$ cat src/hw/crcc_pkg.sv
// Constants and types of the CRC calculator
package crcc_pkg;
    localparam int CRCC_ADDR_W = 4;
    localparam logic [CRCC_ADDR_W-1:0] CRCC_OFS_DATA = 4'h0;
    localparam logic [CRCC_ADDR_W-1:0] CRCC_OFS_SCRATCH = 4'h4;
    localparam logic [CRCC_ADDR_W-1:0] CRCC_OFS_CTRL = 4'h8;
    localparam logic [31:0] CRCC_POLY = 32'h04c11db7;
    localparam logic [31:0] CRCC_SEED = 32'hffffffff;
    localparam logic [7:0] CRCC_SCRATCH_RST = 8'h00;
    localparam int CRCC_RESEED_BIT = 0;
    localparam int CRCC_FIFO_DEPTH = 8;
    localparam logic [1:0] CRCC_CALC_LAST = 2'h3;
    localparam logic [1:0] CRCC_RESP_OKAY = 2'h0;
    localparam logic [1:0] CRCC_RESP_SLVERR = 2'h2;

    typedef enum logic [1:0] {
        CRCC_IDLE = 2'b01,
        CRCC_CALC = 2'b10
    } crcc_state_t;

    // One byte into the running CRC, most significant bit first
    function automatic logic [31:0] crccByte(input logic [31:0] c, input logic [7:0] d);
        logic [31:0] r;
        r = c;
        for (int i = 7; i >= 0; i--) begin
            if (r[31] ^ d[i]) begin
                r = {r[30:0], 1'b0} ^ CRCC_POLY;
            end else begin
                r = {r[30:0], 1'b0};
            end
        end
        return r;
    endfunction

    // One whole word, high byte first
    function automatic logic [31:0] crccWord(input logic [31:0] c, input logic [31:0] d);
        logic [31:0] r;
        r = crccByte(c, d[31:24]);
        r = crccByte(r, d[23:16]);
        r = crccByte(r, d[15:8]);
        r = crccByte(r, d[7:0]);
        return r;
    endfunction
endpackage

$ cat src/hw/crcc_top.sv
// CRC-32 calculator with AXI4-Lite registers and input word FIFO
// Notes on behaviour
// - CRC-32 with polynomial 0x04c11db7 over every whole word written to offset 0x00
// - Each word takes exactly four clock cycles in the engine
// - New result folds the new word into the previous result
// - Control writes stall while a calculation would be overtaken
// - Write to offset 0x00 with all four strobes feeds a new word to the engine
// - Read of offset 0x00 returns the CRC; all ones after reset
// - Offset 0x04 holds a read/write scratch byte, reset zero
// - Re-seeding leaves the scratch byte unchanged
// - Scratch byte never affects the CRC
// - Bit 0 at offset 0x08 re-seeds CRC to ones, self-clearing
// - Upper scratch bits and control bits 31:1 are reserved
//
// The AXI4-Lite interface to the registers is this design's own decision.
`timescale 1ns/1ps
`default_nettype none

module crcc_fifo #(
    parameter int WIDTH = 32,
    parameter int DEPTH = 8
) (
    input wire logic clk,
    input wire logic rst,
    input wire logic inValid,
    output logic inReady,
    input wire logic [WIDTH-1:0] scratch_byte_field,
    output logic outValid,
    input wire logic outReady,
    output logic [WIDTH-1:0] outData
);
    localparam int PW = $clog2(DEPTH);
    localparam int CW = $clog2(DEPTH + 1);
    logic [WIDTH-1:0] mem [DEPTH];
    logic [PW-1:0] wrPtr_q;
    logic [PW-1:0] rdPtr_q;
    logic [CW-1:0] count_q;
    wire logic push = inValid && inReady;
    wire logic pop = outValid && outReady;

    assign inReady = count_q != CW'(DEPTH);
    assign outValid = count_q != '0;
    assign outData = mem[rdPtr_q];

    always_ff @(posedge clk) begin
        if (push) begin
            mem[wrPtr_q] <= scratch_byte_field;
        end
    end

    always_ff @(posedge clk) begin
        if (rst) begin
            wrPtr_q <= '0;
            rdPtr_q <= '0;
            count_q <= '0;
        end else begin
            if (push) begin
                wrPtr_q <= (wrPtr_q == PW'(DEPTH - 1)) ? '0 : wrPtr_q + 1'b1;
            end
            if (pop) begin
                rdPtr_q <= (rdPtr_q == PW'(DEPTH - 1)) ? '0 : rdPtr_q + 1'b1;
            end
            count_q <= count_q + CW'(push) - CW'(pop);
        end
    end
endmodule

module crcc_top #(
    parameter int FIFO_DEPTH = crcc_pkg::CRCC_FIFO_DEPTH
) (
    input wire logic clk,
    input wire logic rst,
    input wire logic [crcc_pkg::CRCC_ADDR_W-1:0] s_axi_awaddr,
    input wire logic s_axi_awvalid,
    output logic s_axi_awready,
    input wire logic [31:0] s_axi_wdata,
    input wire logic [3:0] s_axi_wstrb,
    input wire logic s_axi_wvalid,
    output logic s_axi_wready,
    output logic [1:0] s_axi_bresp,
    output logic s_axi_bvalid,
    input wire logic s_axi_bready,
    input wire logic [crcc_pkg::CRCC_ADDR_W-1:0] s_axi_araddr,
    input wire logic s_axi_arvalid,
    output logic s_axi_arready,
    output logic [31:0] s_axi_rdata,
    output logic [1:0] s_axi_rresp,
    output logic s_axi_rvalid,
    input wire logic s_axi_rready
);
    import crcc_pkg::*;

    logic awHeld_q;
    logic wHeld_q;
    logic arHeld_q;
    logic [CRCC_ADDR_W-1:0] awAddr_q;
    logic [CRCC_ADDR_W-1:0] arAddr_q;
    logic [31:0] wData_q;
    logic [3:0] wStrb_q;
    logic awready_q;
    logic wready_q;
    logic arready_q;
    logic bvalid_q;
    logic [1:0] bresp_q;
    logic rvalid_q;
    logic [1:0] rresp_q;
    logic [31:0] rdata_q;
    logic [31:0] crc_q;
    logic [31:0] word_q;
    logic [1:0] cnt_q;
    logic [7:0] scratch_q;
    logic reseed_q;
    crcc_state_t state_q;
    logic fifoInReady;
    logic fifoOutValid;
    logic [31:0] fifoOutData;

    // Write side decode
    wire logic awTake = s_axi_awvalid && awready_q;
    wire logic wTake = s_axi_wvalid && wready_q;
    wire logic wrIsData = awAddr_q == CRCC_OFS_DATA;
    wire logic wrIsScratch = awAddr_q == CRCC_OFS_SCRATCH;
    wire logic wrIsCtrl = awAddr_q == CRCC_OFS_CTRL;
    wire logic wrFull = wStrb_q == 4'hf;
    wire logic engineIdle = state_q == CRCC_IDLE && !fifoOutValid && !reseed_q;
    wire logic wrReady = wrIsData ? fifoInReady : (wrIsCtrl ? engineIdle : 1'b1);
    wire logic doWrite = awHeld_q && wHeld_q && !bvalid_q && wrReady;
    wire logic fifoInValid = doWrite && wrIsData && wrFull;
    wire logic reseedReq = doWrite && wrIsCtrl && wStrb_q[0] && wData_q[CRCC_RESEED_BIT];
    wire logic wrBad = !(wrIsData || wrIsScratch || wrIsCtrl) || (wrIsData && !wrFull);
    wire logic awHeld_d = doWrite ? 1'b0 : (awHeld_q || awTake);
    wire logic wHeld_d = doWrite ? 1'b0 : (wHeld_q || wTake);

    // Read side decode
    wire logic arTake = s_axi_arvalid && arready_q;
    wire logic rdIsData = arAddr_q == CRCC_OFS_DATA;
    wire logic rdIsScratch = arAddr_q == CRCC_OFS_SCRATCH;
    wire logic rdIsCtrl = arAddr_q == CRCC_OFS_CTRL;
    wire logic doRead = arHeld_q && !rvalid_q && (!rdIsData || engineIdle);
    wire logic [31:0] rdMux = rdIsData ? crc_q :
        (rdIsScratch ? {24'h000000, scratch_q} : 32'h00000000);
    wire logic rdBad = !(rdIsData || rdIsScratch || rdIsCtrl);
    wire logic arHeld_d = doRead ? 1'b0 : (arHeld_q || arTake);

    // Engine control
    wire logic fifoPop = fifoOutValid && state_q == CRCC_IDLE && !reseed_q;
    wire logic inCalc = state_q == CRCC_CALC;
    wire logic calcLast = inCalc && cnt_q == CRCC_CALC_LAST;

    assign s_axi_awready = awready_q;
    assign s_axi_wready = wready_q;
    assign s_axi_bvalid = bvalid_q;
    assign s_axi_bresp = bresp_q;
    assign s_axi_arready = arready_q;
    assign s_axi_rvalid = rvalid_q;
    assign s_axi_rresp = rresp_q;
    assign s_axi_rdata = rdata_q;

    crcc_fifo #(.WIDTH(32), .DEPTH(FIFO_DEPTH)) inFifo (
        .clk(clk),
        .rst(rst),
        .inValid(fifoInValid),
        .inReady(fifoInReady),
        .scratch_byte_field(wData_q),
        .outValid(fifoOutValid),
        .outReady(fifoPop),
        .outData(fifoOutData)
    );

    // Write address and data capture
    always_ff @(posedge clk) begin
        if (rst) begin
            awHeld_q <= 1'b0;
            wHeld_q <= 1'b0;
            awready_q <= 1'b0;
            wready_q <= 1'b0;
            awAddr_q <= '0;
            wData_q <= '0;
            wStrb_q <= '0;
        end else begin
            awHeld_q <= awHeld_d;
            wHeld_q <= wHeld_d;
            awready_q <= !awHeld_d;
            wready_q <= !wHeld_d;
            if (awTake) begin
                awAddr_q <= s_axi_awaddr;
            end
            if (wTake) begin
                wData_q <= s_axi_wdata;
                wStrb_q <= s_axi_wstrb;
            end
        end
    end

    // Write response
    always_ff @(posedge clk) begin
        if (rst) begin
            bvalid_q <= 1'b0;
            bresp_q <= CRCC_RESP_OKAY;
        end else if (doWrite) begin
            bvalid_q <= 1'b1;
            bresp_q <= wrBad ? CRCC_RESP_SLVERR : CRCC_RESP_OKAY;
        end else if (s_axi_bready) begin
            bvalid_q <= 1'b0;
        end
    end

    // Read channel
    always_ff @(posedge clk) begin
        if (rst) begin
            arHeld_q <= 1'b0;
            arready_q <= 1'b0;
            arAddr_q <= '0;
            rvalid_q <= 1'b0;
            rresp_q <= CRCC_RESP_OKAY;
            rdata_q <= '0;
        end else begin
            arHeld_q <= arHeld_d;
            arready_q <= !arHeld_d;
            if (arTake) begin
                arAddr_q <= s_axi_araddr;
            end
            if (doRead) begin
                rvalid_q <= 1'b1;
                rdata_q <= rdMux;
                rresp_q <= rdBad ? CRCC_RESP_SLVERR : CRCC_RESP_OKAY;
            end else if (s_axi_rready) begin
                rvalid_q <= 1'b0;
            end
        end
    end

    // Scratch byte, untouched by the engine and re-seed
    always_ff @(posedge clk) begin
        if (rst) begin
            scratch_q <= CRCC_SCRATCH_RST;
        end else if (doWrite && wrIsScratch && wStrb_q[0]) begin
            scratch_q <= wData_q[7:0];
        end
    end

    // Self-clearing re-seed request
    always_ff @(posedge clk) begin
        if (rst) begin
            reseed_q <= 1'b0;
        end else begin
            reseed_q <= reseedReq;
        end
    end

    // CRC engine, one byte per cycle
    always_ff @(posedge clk) begin
        if (rst) begin
            state_q <= CRCC_IDLE;
            cnt_q <= '0;
            word_q <= '0;
            crc_q <= CRCC_SEED;
        end else begin
            unique case (state_q)
                CRCC_IDLE: begin
                    if (reseed_q) begin
                        crc_q <= CRCC_SEED;
                    end else if (fifoPop) begin
                        word_q <= fifoOutData;
                        cnt_q <= '0;
                        state_q <= CRCC_CALC;
                    end
                end
                CRCC_CALC: begin
                    crc_q <= crccByte(crc_q, word_q[31:24]);
                    word_q <= {word_q[23:0], 8'h00};
                    cnt_q <= cnt_q + 2'h1;
                    if (calcLast) begin
                        state_q <= CRCC_IDLE;
                    end
                end
                default: begin
                    state_q <= CRCC_IDLE;
                end
            endcase
        end
    end
endmodule

`default_nettype wire

$ cat config.mk
export PLATFORM = sky130hd
export DESIGN_NAME = crcc_top
export DESIGN_NICKNAME = d
export VERILOG_FILES = /design/src/hw/crcc_pkg.sv /design/src/hw/crcc_top.sv
export SDC_FILE = /design/constraint.sdc
export NUM_CORES = 1
export LEC_CHECK = 0
export BUFFER_PORTS_ARGS = -buffer_cell sky130_fd_sc_hd__clkbuf_2
export CORE_UTILIZATION = 65
export CTS_CLUSTER_DIAMETER = 100
export DETAILED_ROUTE_END_ITERATION = 6
export PLACE_DENSITY = 0.84
export SLEW_MARGIN = 25
export SYNTH_ARGS = -nofsm -noshare
export SYNTH_HDL_FRONTEND = slang
export SYNTH_SLANG_ARGS = --single-unit
export TNS_END_PERCENT = 20
$ cat constraint.sdc
create_clock -name clk -period 9.5 [get_ports clk]
set_input_delay 1.425 -clock clk [delete_from_list [all_inputs] [get_ports clk]]
set_output_delay 1.425 -clock clk [all_outputs]
set_load 0.02 [all_outputs]
* Word level (Yosys, flattened, before mapping)
Memories as Yosys holds them, arrays and structs flattened. A register that Yosys moved wholly into a read port is not among the register bits.
Index checks and enable logic that the tools add are counted.
** Word-level totals
- Bits in registers :: 175
- Memory bits (writable) :: 256
- Input port bits :: 51
- Output and inout port bits :: 41
- Logic and storage cells :: 165
- Memories :: 1
** Operators by class
- Add/subtract/negate cells :: 5
- Eq/ne operators :: 15
- Multiplexer cells :: 53
- Bitwise gates (word level) :: 16
- Reduce and logical (&&, ||, !) cells :: 51
** Memories
- inFifo.mem :: depth 8, bits a word 32, read ports 1, clocked after memory_dff 1, write ports 1, RTL line crcc_top.sv:34 : logic [WIDTH-1:0] mem [DEPTH];
** Operators with widths (count)
- 32-bit two-way mux :: 18
- 27-bit two-way mux :: 8
- 32-bit one-hot mux with 2 select lines :: 2
- 14-bit inverter :: 8
- 1-bit logical AND :: 23
- 2-bit two-way mux :: 7
- 4-bit equality test, second input constant :: 3
- 3-bit two-way mux :: 4
- 1-bit two-way mux :: 11
- 1-bit zero test :: 10
- 1-bit logical OR :: 9
- 4-bit by 3-bit equality test with 1-bit output, second input constant :: 2
- 4-bit zero test :: 2
- 8-bit two-way mux :: 1
- 2-bit one-hot mux with 2 select lines :: 2
- 1-bit bitwise XOR :: 8
- 3-bit by 1-bit adder with 3-bit output, second input constant :: 2
- 3-bit equality test, second input constant :: 2
- 3-bit AND reduction :: 2
- 2-bit nonzero test :: 3
- 4-bit by 1-bit adder with 4-bit output :: 1
- 2-bit equality test, second input constant :: 2
- 2-bit by 1-bit != test with 1-bit output, second input constant :: 2
- 2-bit != test, second input constant :: 2
- other kinds (6) :: 6

* Longest topological paths before layout
Gate-level depths: netlist of run 1.
- Word-level depth :: 31
- Gate-level depth with buffers :: 12
- Mapped depth without buffers :: 11

* Cells and area by module
Synthesis of run 1 repeated with hierarchy kept, for this count alone.
** Second synthesis, totals
- Cells, all modules :: 1220
- Area, all modules :: 17330.4 sq um
** Modules (own cells, without submodules)
- crcc_fifo :: instances 1, cells an instance 446, area an instance 10482.6 sq um, sequential area each 7947.6 sq um
- crcc_top :: instances 1, cells an instance 774, area an instance 6847.8 sq um, sequential area each 3263.1 sq um

* Least setup slack after synthesis of run 1
No wires, ideal clock.
- Kind :: register to register
- Start :: register bvalid_q, in the netlist s_axi_bvalid
- End :: memory inFifo.mem[4][0], enable pin
- Library setup time :: 461 ps
- Data arrival time :: 3631 ps
- Required time :: 9039 ps
- Slack :: 5407 ps
- Stages on the path, launching flop included :: 6
- Path buffers :: 0
- Clock period less this slack :: 4093 ps
- Cells stage by stage :: dfxtp_1 nand3b_1 or2_2 nor4_1 nand2_1 nor3_1
** Between the ends
- Word-level cells in the longest chain between the ends :: 8
** Ends and longest elaborated chain
- start: declaration :: RTL line crcc_top.sv:103 : logic bvalid_q;
- start signal: assignment :: RTL line crcc_top.sv:198 : bvalid_q <= 1'b0;
- start signal: assignment :: RTL line crcc_top.sv:201 : bvalid_q <= 1'b1;
- start signal: assignment :: RTL line crcc_top.sv:204 : bvalid_q <= 1'b0;
- 1-bit zero test :: RTL line crcc_top.sv:127 : wire logic doWrite = awHeld_q && wHeld_q && !bvalid_q && wrReady;
- 1-bit logical AND (2 in series) :: RTL line crcc_top.sv:127
- 1-bit logical AND (2 in series) :: RTL line crcc_top.sv:128 : wire logic fifoInValid = doWrite && wrIsData && wrFull;
- 1-bit logical AND :: RTL line crcc_top.sv:38 : wire logic push = inValid && inReady;
- via inFifo.push :: RTL line crcc_top.sv:38
- 1-bit two-way mux :: RTL line crcc_top.sv:46 : if (push) begin
- 1-bit two-way mux (implied by the code) :: RTL line crcc_top.sv:47 : mem[wrPtr_q] <= scratch_byte_field;
- end: declaration :: RTL line crcc_top.sv:34
The timed path passes the listed nets, and every way through them passes these cells.

* Worst setup path after layout of run 1
- Start :: register bvalid_q, in the netlist s_axi_bvalid
- End :: memory inFifo.mem[4][7], enable pin
Same word-level chain as after synthesis.

==> flow_summary.toml, run 1 <==
[synth]
syn_area_um2 = 17100
syn_avg_cell_area_um2 = 13.9
synthArstFlopShare_pct = 0
synth_area_leaders = "edfxtp_1 45%, dfxtp_1 21%, mux4_2 8.5%, mux2i_1 3.6%, a21oi_1 2.8%"
yosysTopAreaCell = "edfxtp_1"
yosysWarnings = 0
ys_types = 48
yosysSeqAreaShare_pct = 65.7
synth_common_cells = "256 x edfxtp_1, 176 x dfxtp_1, 115 x nand2_1"
synth-edff-count = 256
synth_seq_cells = 432
post-synth-top-count-cell = "edfxtp_1"
synth_top_area_share_pct = 45.1
synthCells = 1223
ys.flop_type = "edfxtp_1"

[power_and_ir_drop]
power.total_mw = 5.39
ir_drop_v = 0.000219
power_density_nw_per_um2 = 281
leakage_nw = 6.66

[global_routing]
overflow = 0
grt_max_degree = 94
antenna_found_initial = 1
grt_usage_pct = 27.2
grt_pass1_vias = 9991
grt_pass1_wl_um = 54400

[setup_path]
worstSetupPathType = "flip-flop to flip-flop"
slowest_stage = "nor4_1"
max_stage_delay_ns = 0.59
cp.arrival_ns = 2.99
crit_required_ns = 9.67
crit_fanout = 32
crit_chain = "nand3b_1 -> or2_2 -> nor4_1 -> nand2_1 -> nor3_2 -> buf_4"
critPathLaunch = "s_axi_bvalid"
start_kind = "flip-flop"
r2r_start = "s_axi_bvalid"
end_kind = "flip-flop"

[sta]
rsz0062_at_grt = "false"
relSlewSlack_pct = 35.2
worst_pin_slew_ns = 0.972
fmax_mhz = 355
post-route-period-util_pct = 29.6
hold_viol_final = 0
fin_setup_tns_ns = 0
finalWorstSetupSlack_ns = 6.69
fin_skew_ns = 0.0155
fin_hold_ws_ns = 0.461
finalSetupViolCount = 0
drv_slew = 0
period_needed_ns = 2.81

[die]
coreArea_um2 = 25500
die_h_um = 164
dieArea_um2 = 26900
start_util_pct = 67.0
core.rowCount = 58
ios = 92
die_w_um = 164

[min_path]
hp-class = "flip-flop to flip-flop"
min-delay-start = "cnt_q[1]"

[place]
detailed_place_hpwl_um = 19500
post-place-ws_ns = 6.23
io_buffers = 89
place_area_um2 = 17800
gp_congestion = 0.824

[clock_tree]
post_cts_buffers = 0
cts_buffer_depth = 3
cts-buffers-inserted = 42
ctsResizeCount = 0
cts-root-buf = "clkbuf_16"
clk_pin_slew_ns = 0.06
cts_tree = "done"
clk_latency_ns = 0.55
clock_sink_count = 432
cts.htree.levels = 2
cts_hold_buf = 0

[route]
drtPass1Iterations = 5
drt_iter0_markers = 904
via_count = 9975
wirelength_um = 34900
ant_nets = 0
viasPerCell = 5.99
drc = 0
wl_per_cell_um = 20.9

[final_layout]
area_growth_pct = 12.5
fin_nets = 1367
fillerInstances = 1502
layout-drive-gt1-share_pct = 20.4
design_area_um2 = 19200
antenna_cells = 0

[job]
max_cap_viol_count = 0

[run_status]
status = "complete, no violations"
-- metrics by stage --
stage / util [%] / instances
after CTS: 75.3 / 1666
after global routing: 75.3 / 1666
after global placement: 69.9 / 1588
after floorplan: - / 1224
after detailed placement: 69.9 / 1588
final: 75.3 / 1666
-- cell families (layout without fill, tap and decap cells) --
logic type      Yosys count  after routing  share of synthesized area (%)
xor+xnor                 72             72                           4.49
other cells               1              2                         0.0220
compound gates          169            169                           5.56
buf+inv                  82            194                           1.97
simple gates            319            319                           8.53
flops                   432            432                           65.7
mux                     134            134                           12.6
fa+ha+maj                14             14                           1.07
-- power by group --
group	total (mW)	internal [mW]	switching [mW]
Clock	1.64	0.959	0.678
Combinational	1.49	0.709	0.777
Sequential	2.27	2.10	0.165
Total	5.39	3.77	1.62
-- path summary, 6_finish.rpt --
kind                           end  slack [ns]  cells after the start
setup / recovery  inFifo.mem[4][7]        6.69                      6
hold / removal            cnt_q[1]        0.46                      2
setup reg to reg  inFifo.mem[4][7]        6.69                      6
hold reg to reg           cnt_q[1]        0.46                      2
-- routing by layer --
metal | routed length, µm | vias up | GRT usage (%)
met3 | 2170 | 88 | 3.79
met5 | 14 | - | 0
li1 | - | 4627 | -
met2 | 17600 | 381 | 45.7
met1 | 14000 | 4877 | 35.6
met4 | 1090 | 2 | 11.9
-- final cells by class --
cell class | instances | area, µm² | share of cell area (%)
repair buffers | 106 | 579 | 3.02
flip-flops and latches | 432 | 11200 | 58.5
clock buffers | 56 | 1140 | 5.97
inverters | 10 | 37.5 | 0.196
well taps | 330 | 413 | 2.15
multi-input cells | 710 | 5570 | 29.0
clock inverters | 22 | 223 | 1.16
-- sequential cells by signal, indices dropped and copies added, names as in the netlist, 2 cells and up, named ones only --
| register | flops |
|---|---|
| scratch_q | 8 |
| crc_q | 32 |
| s_axi_rdata | 32 |
| awAddr_q | 4 |
| wData_q | 32 |
| word_q | 32 |
| arAddr_q | 4 |
| cnt_q | 2 |
| state_q | 2 |
| wStrb_q | 4 |
| inFifo.wrPtr_q | 3 |
| inFifo.rdPtr_q | 3 |
| inFifo.count_q | 4 |
| inFifo.mem | 256 |
-- worst max-delay path, delay by kind of cell (launching register included) --
family / cells / cell delay [ns]
and+or+nand+nor: 5 / 1.57
DFF: 1 / 0.31
buffers and inverters: 1 / 0.53
-- layout by cell type (no fill, tap or decap), drive strengths merged, types with 2 or more instances in the layout --
master / Yosys / final
a21oi: 96 / 96
dfxtp: 176 / 176
a211oi: 11 / 11
a21o: 2 / 2
ha: 13 / 13
buf: 20 / 18
nor2: 90 / 90
o22ai: 12 / 12
or2: 5 / 5
nand3: 34 / 34
nand3b: 3 / 3
o21ai: 27 / 27
nor4: 3 / 3
nor2b: 8 / 8
xor2: 21 / 21
nand2b: 44 / 44
nand2: 115 / 115
clkbuf: 52 / 144
edfxtp: 256 / 256
mux4: 64 / 64
nor3b: 3 / 3
mux2i: 61 / 61
mux2: 9 / 9
a22oi: 16 / 16
nor3: 7 / 7
a31oi: 2 / 2
bufinv: 0 / 4
conb: 1 / 2
clkinv: 0 / 18
xnor2: 51 / 51
inv: 10 / 10
(Power assumes the default switching activity.)
==> run 2, diff against run 1 <==
- ABC_AREA: default -> 1
- CORE_UTILIZATION: 65 -> 55
- PLACE_DENSITY: 0.84 -> 0.76
- clock period: 9.5 -> 2.3 ns (I/O delays scaled with it)
==> flow_summary.toml, run 2 <==
[setup_path]
r2r_start = "state_q[1]"
crit_required_ns = 2.56
r2r_end = "inFifo.mem[2][2]"
cp.arrival_ns = 2.51
crit_fanout = 8
end_kind = "flip-flop"
start_kind = "flip-flop"
worstSetupPathType = "flip-flop to flip-flop"
rrSetupSlack_ns = 0.05
worst-r2r-cell-count = 14

[final_layout]
layout-drive-gt1-share_pct = 13.5
fillerInstances = 2467
regMostFlops = "inFifo.mem"
antenna_cells = 0
fin_nets = 1997
layout_commonest_cell = "nand2_1"
multi_input_area_um2 = 5890
area.sequential_um2 = 11200
largest_reg_flops = 256
finalNonFillerCells = 2403
final_cell_mix = "340 x nand2_1, 256 x edfxtp_1, 244 x nor2_1, 239 x o21ai_0, 173 x dfxtp_1"
design_area_um2 = 20700
final_util_pct = 65.1
area_growth_pct = 15.5

[synth]
syn_avg_cell_area_um2 = 9.68
synth_common_cells = "341 x nand2_1, 256 x edfxtp_1, 244 x nor2_1"
ys_types = 44
synthCells = 1849
synth_seq_cells = 432
yosysWarnings = 0
syn_area_um2 = 17900
synthArstFlopShare_pct = 0
synth_top_area_share_pct = 42.9
synth_area_leaders = "edfxtp_1 43%, dfxtp_1 20%, nand2_1 7.1%, o21ai_0 6.7%, nor2_1 5.1%"
yosysSeqAreaShare_pct = 62.6
ys.flop_type = "edfxtp_1"
post-synth-top-count-cell = "nand2_1"
synth-edff-count = 256
yosysTopAreaCell = "edfxtp_1"

[clock_tree]
cts_buffer_depth = 3
clock_sink_count = 432
cts-root-buf = "clkbuf_16"
clk_pin_slew_ns = 0.06
cts-buffers-inserted = 44
clk_latency_ns = 0.56
cts_tree = "done"
cts.htree.levels = 2

[min_path]
min_path_cells = 3
hp-class = "primary input to flip-flop"
whs_endpoint = "wData_q[9]"
min-delay-start = "s_axi_wdata[9]"

[place]
io_buffers = 89
dp_cells = 2312
detailed_place_hpwl_um = 25700
gp_congestion = 0.893
place_area_um2 = 19000
post-place-ws_ns = 0.0193

[power_and_ir_drop]
power_density_nw_per_um2 = 1210
leakage_nw = 8.04
switchingPower_mw = 9.18
power_frac_comb_pct = 33.2
switching_share_pct = 36.7
p_int_mw = 15.8
seqPwrFrac_pct = 37.6
ir_drop_v = 0.000917
clkPwrFrac_pct = 29.2

[route]
wl_per_cell_um = 17.9
drc = 0
drtPass1Iterations = 5
via_count = 13628
viasPerCell = 5.67
ant_nets = 0
wirelength_um = 43100
drt_iter0_markers = 1333

[die]
start_util_pct = 56.3
core.rowCount = 65
ios = 92
die_w_um = 182
dieArea_um2 = 33300
die_h_um = 182
coreArea_um2 = 31800

[global_routing]
grt_usage_pct = 25.7
grt_pass1_wl_um = 67300
grt_max_degree = 73
grt_pass1_vias = 13040
overflow = 0
antenna_found_initial = 0

[sta]
worst_pin_slew_ns = 0.777
drv_slew = 0
relSlewSlack_pct = 48.2
hold_viol_final = 0
fmax_mhz = 444
fin_skew_ns = 0.0157
post-route-period-util_pct = 97.9
finalSetupViolCount = 0
fin_hold_ws_ns = 0.0379
finalWorstSetupSlack_ns = 0.0485
period_needed_ns = 2.25

[job]
max_cap_viol_count = 0

[run_status]
status = "complete, no violations"
-- run 2: critical path, stage by stage (launching register included) --
cell	delay (ns)
dfxtp_2	0.33
inv_2	0.06
ha_4	0.14
inv_2	0.05
nor2_4	0.09
nand4_1	0.15
nand2_1	0.13
nand2_2	0.08
inv_4	0.09
nand2_4	0.07
inv_6	0.10
nand2_8	0.08
nor3_4	0.24
buf_12	0.17
clkbuf_16	0.17
-- run 2: how the worst max path moves through the flow --
stage          slack, ns  cells after the start         from           endpoint
2_1_floorplan      -0.22                     11   state_q[1]   inFifo.mem[5][0]
3_3_place_gp        0.11                     13   state_q[1]  inFifo.mem[4][21]
3_5_place_dp        0.02                     13   state_q[1]  inFifo.mem[4][22]
4_1_cts            0.003                     13   state_q[1]  inFifo.mem[4][11]
5_1_grt            -0.02                     11  awAddr_q[1]   inFifo.mem[2][2]
6_report            0.05                     14   state_q[1]   inFifo.mem[2][2]
-- run 2: per-layer routing --
| layer | GRT usage (%) | part of all wire, % | vias to the layer above |
|---|---|---|---|
| met5 | 0 | 0 | - |
| met4 | 9.48 | 2.9 | 0 |
| met3 | 3.53 | 7.1 | 91 |
| met2 | 42.4 | 47 | 569 |
| met1 | 34.8 | 43 | 6433 |
| li1 | - | - | 6535 |
-- run 2: cell type report --
class | count | area share (%)
Sequential cell | 432 | 54.2
Multi-Input combinational cell | 1203 | 28.5
Clock buffer | 56 | 5.64
Timing Repair Buffer | 145 | 5.50
Tap cell | 435 | 2.63
Inverter | 106 | 1.98
Clock inverter | 26 | 1.55
-- run 2: power by group through the flow --
| stage | clock (mW) | sequential [mW] | combinational (mW) |
|---|---|---|---|
| floorplan | 0 | 9.31 | 5.95 |
| global placement | 0 | 9.51 | 7.83 |
| detailed placement | 0 | 9.52 | 8.07 |
| CTS | 7.36 | 9.36 | 8.15 |
| global route | 7.64 | 9.44 | 9.25 |
| finish | 7.30 | 9.38 | 8.30 |
-- run 2: metrics by stage --
step / power (mW) / setup TNS (ns)
2_1_floorplan: 15.3 / -42.74
3_3_place_gp: 17.3 / 0
3_5_place_dp: 17.6 / 0
4_1_cts: 24.9 / 0
5_1_grt: 26.3 / -0.113
6_report: 25.0 / 0
-- run 2: cells by family after synthesis --
| group | share of synthesized area [%] |
|---|---|
| other cells | 0.0209 |
| fa+ha+maj | 1.02 |
| buf+inv | 5.28 |
| simple gates | 16.9 |
| xor+xnor | 0.971 |
| flops | 62.6 |
| compound gates | 13.2 |
-- run 2: what timing repair did --
action	CTS	global route
endpoints found under the setup margin	0	130
resized for setup	0	7
setup buffers	0	4
hold buffers	0	0
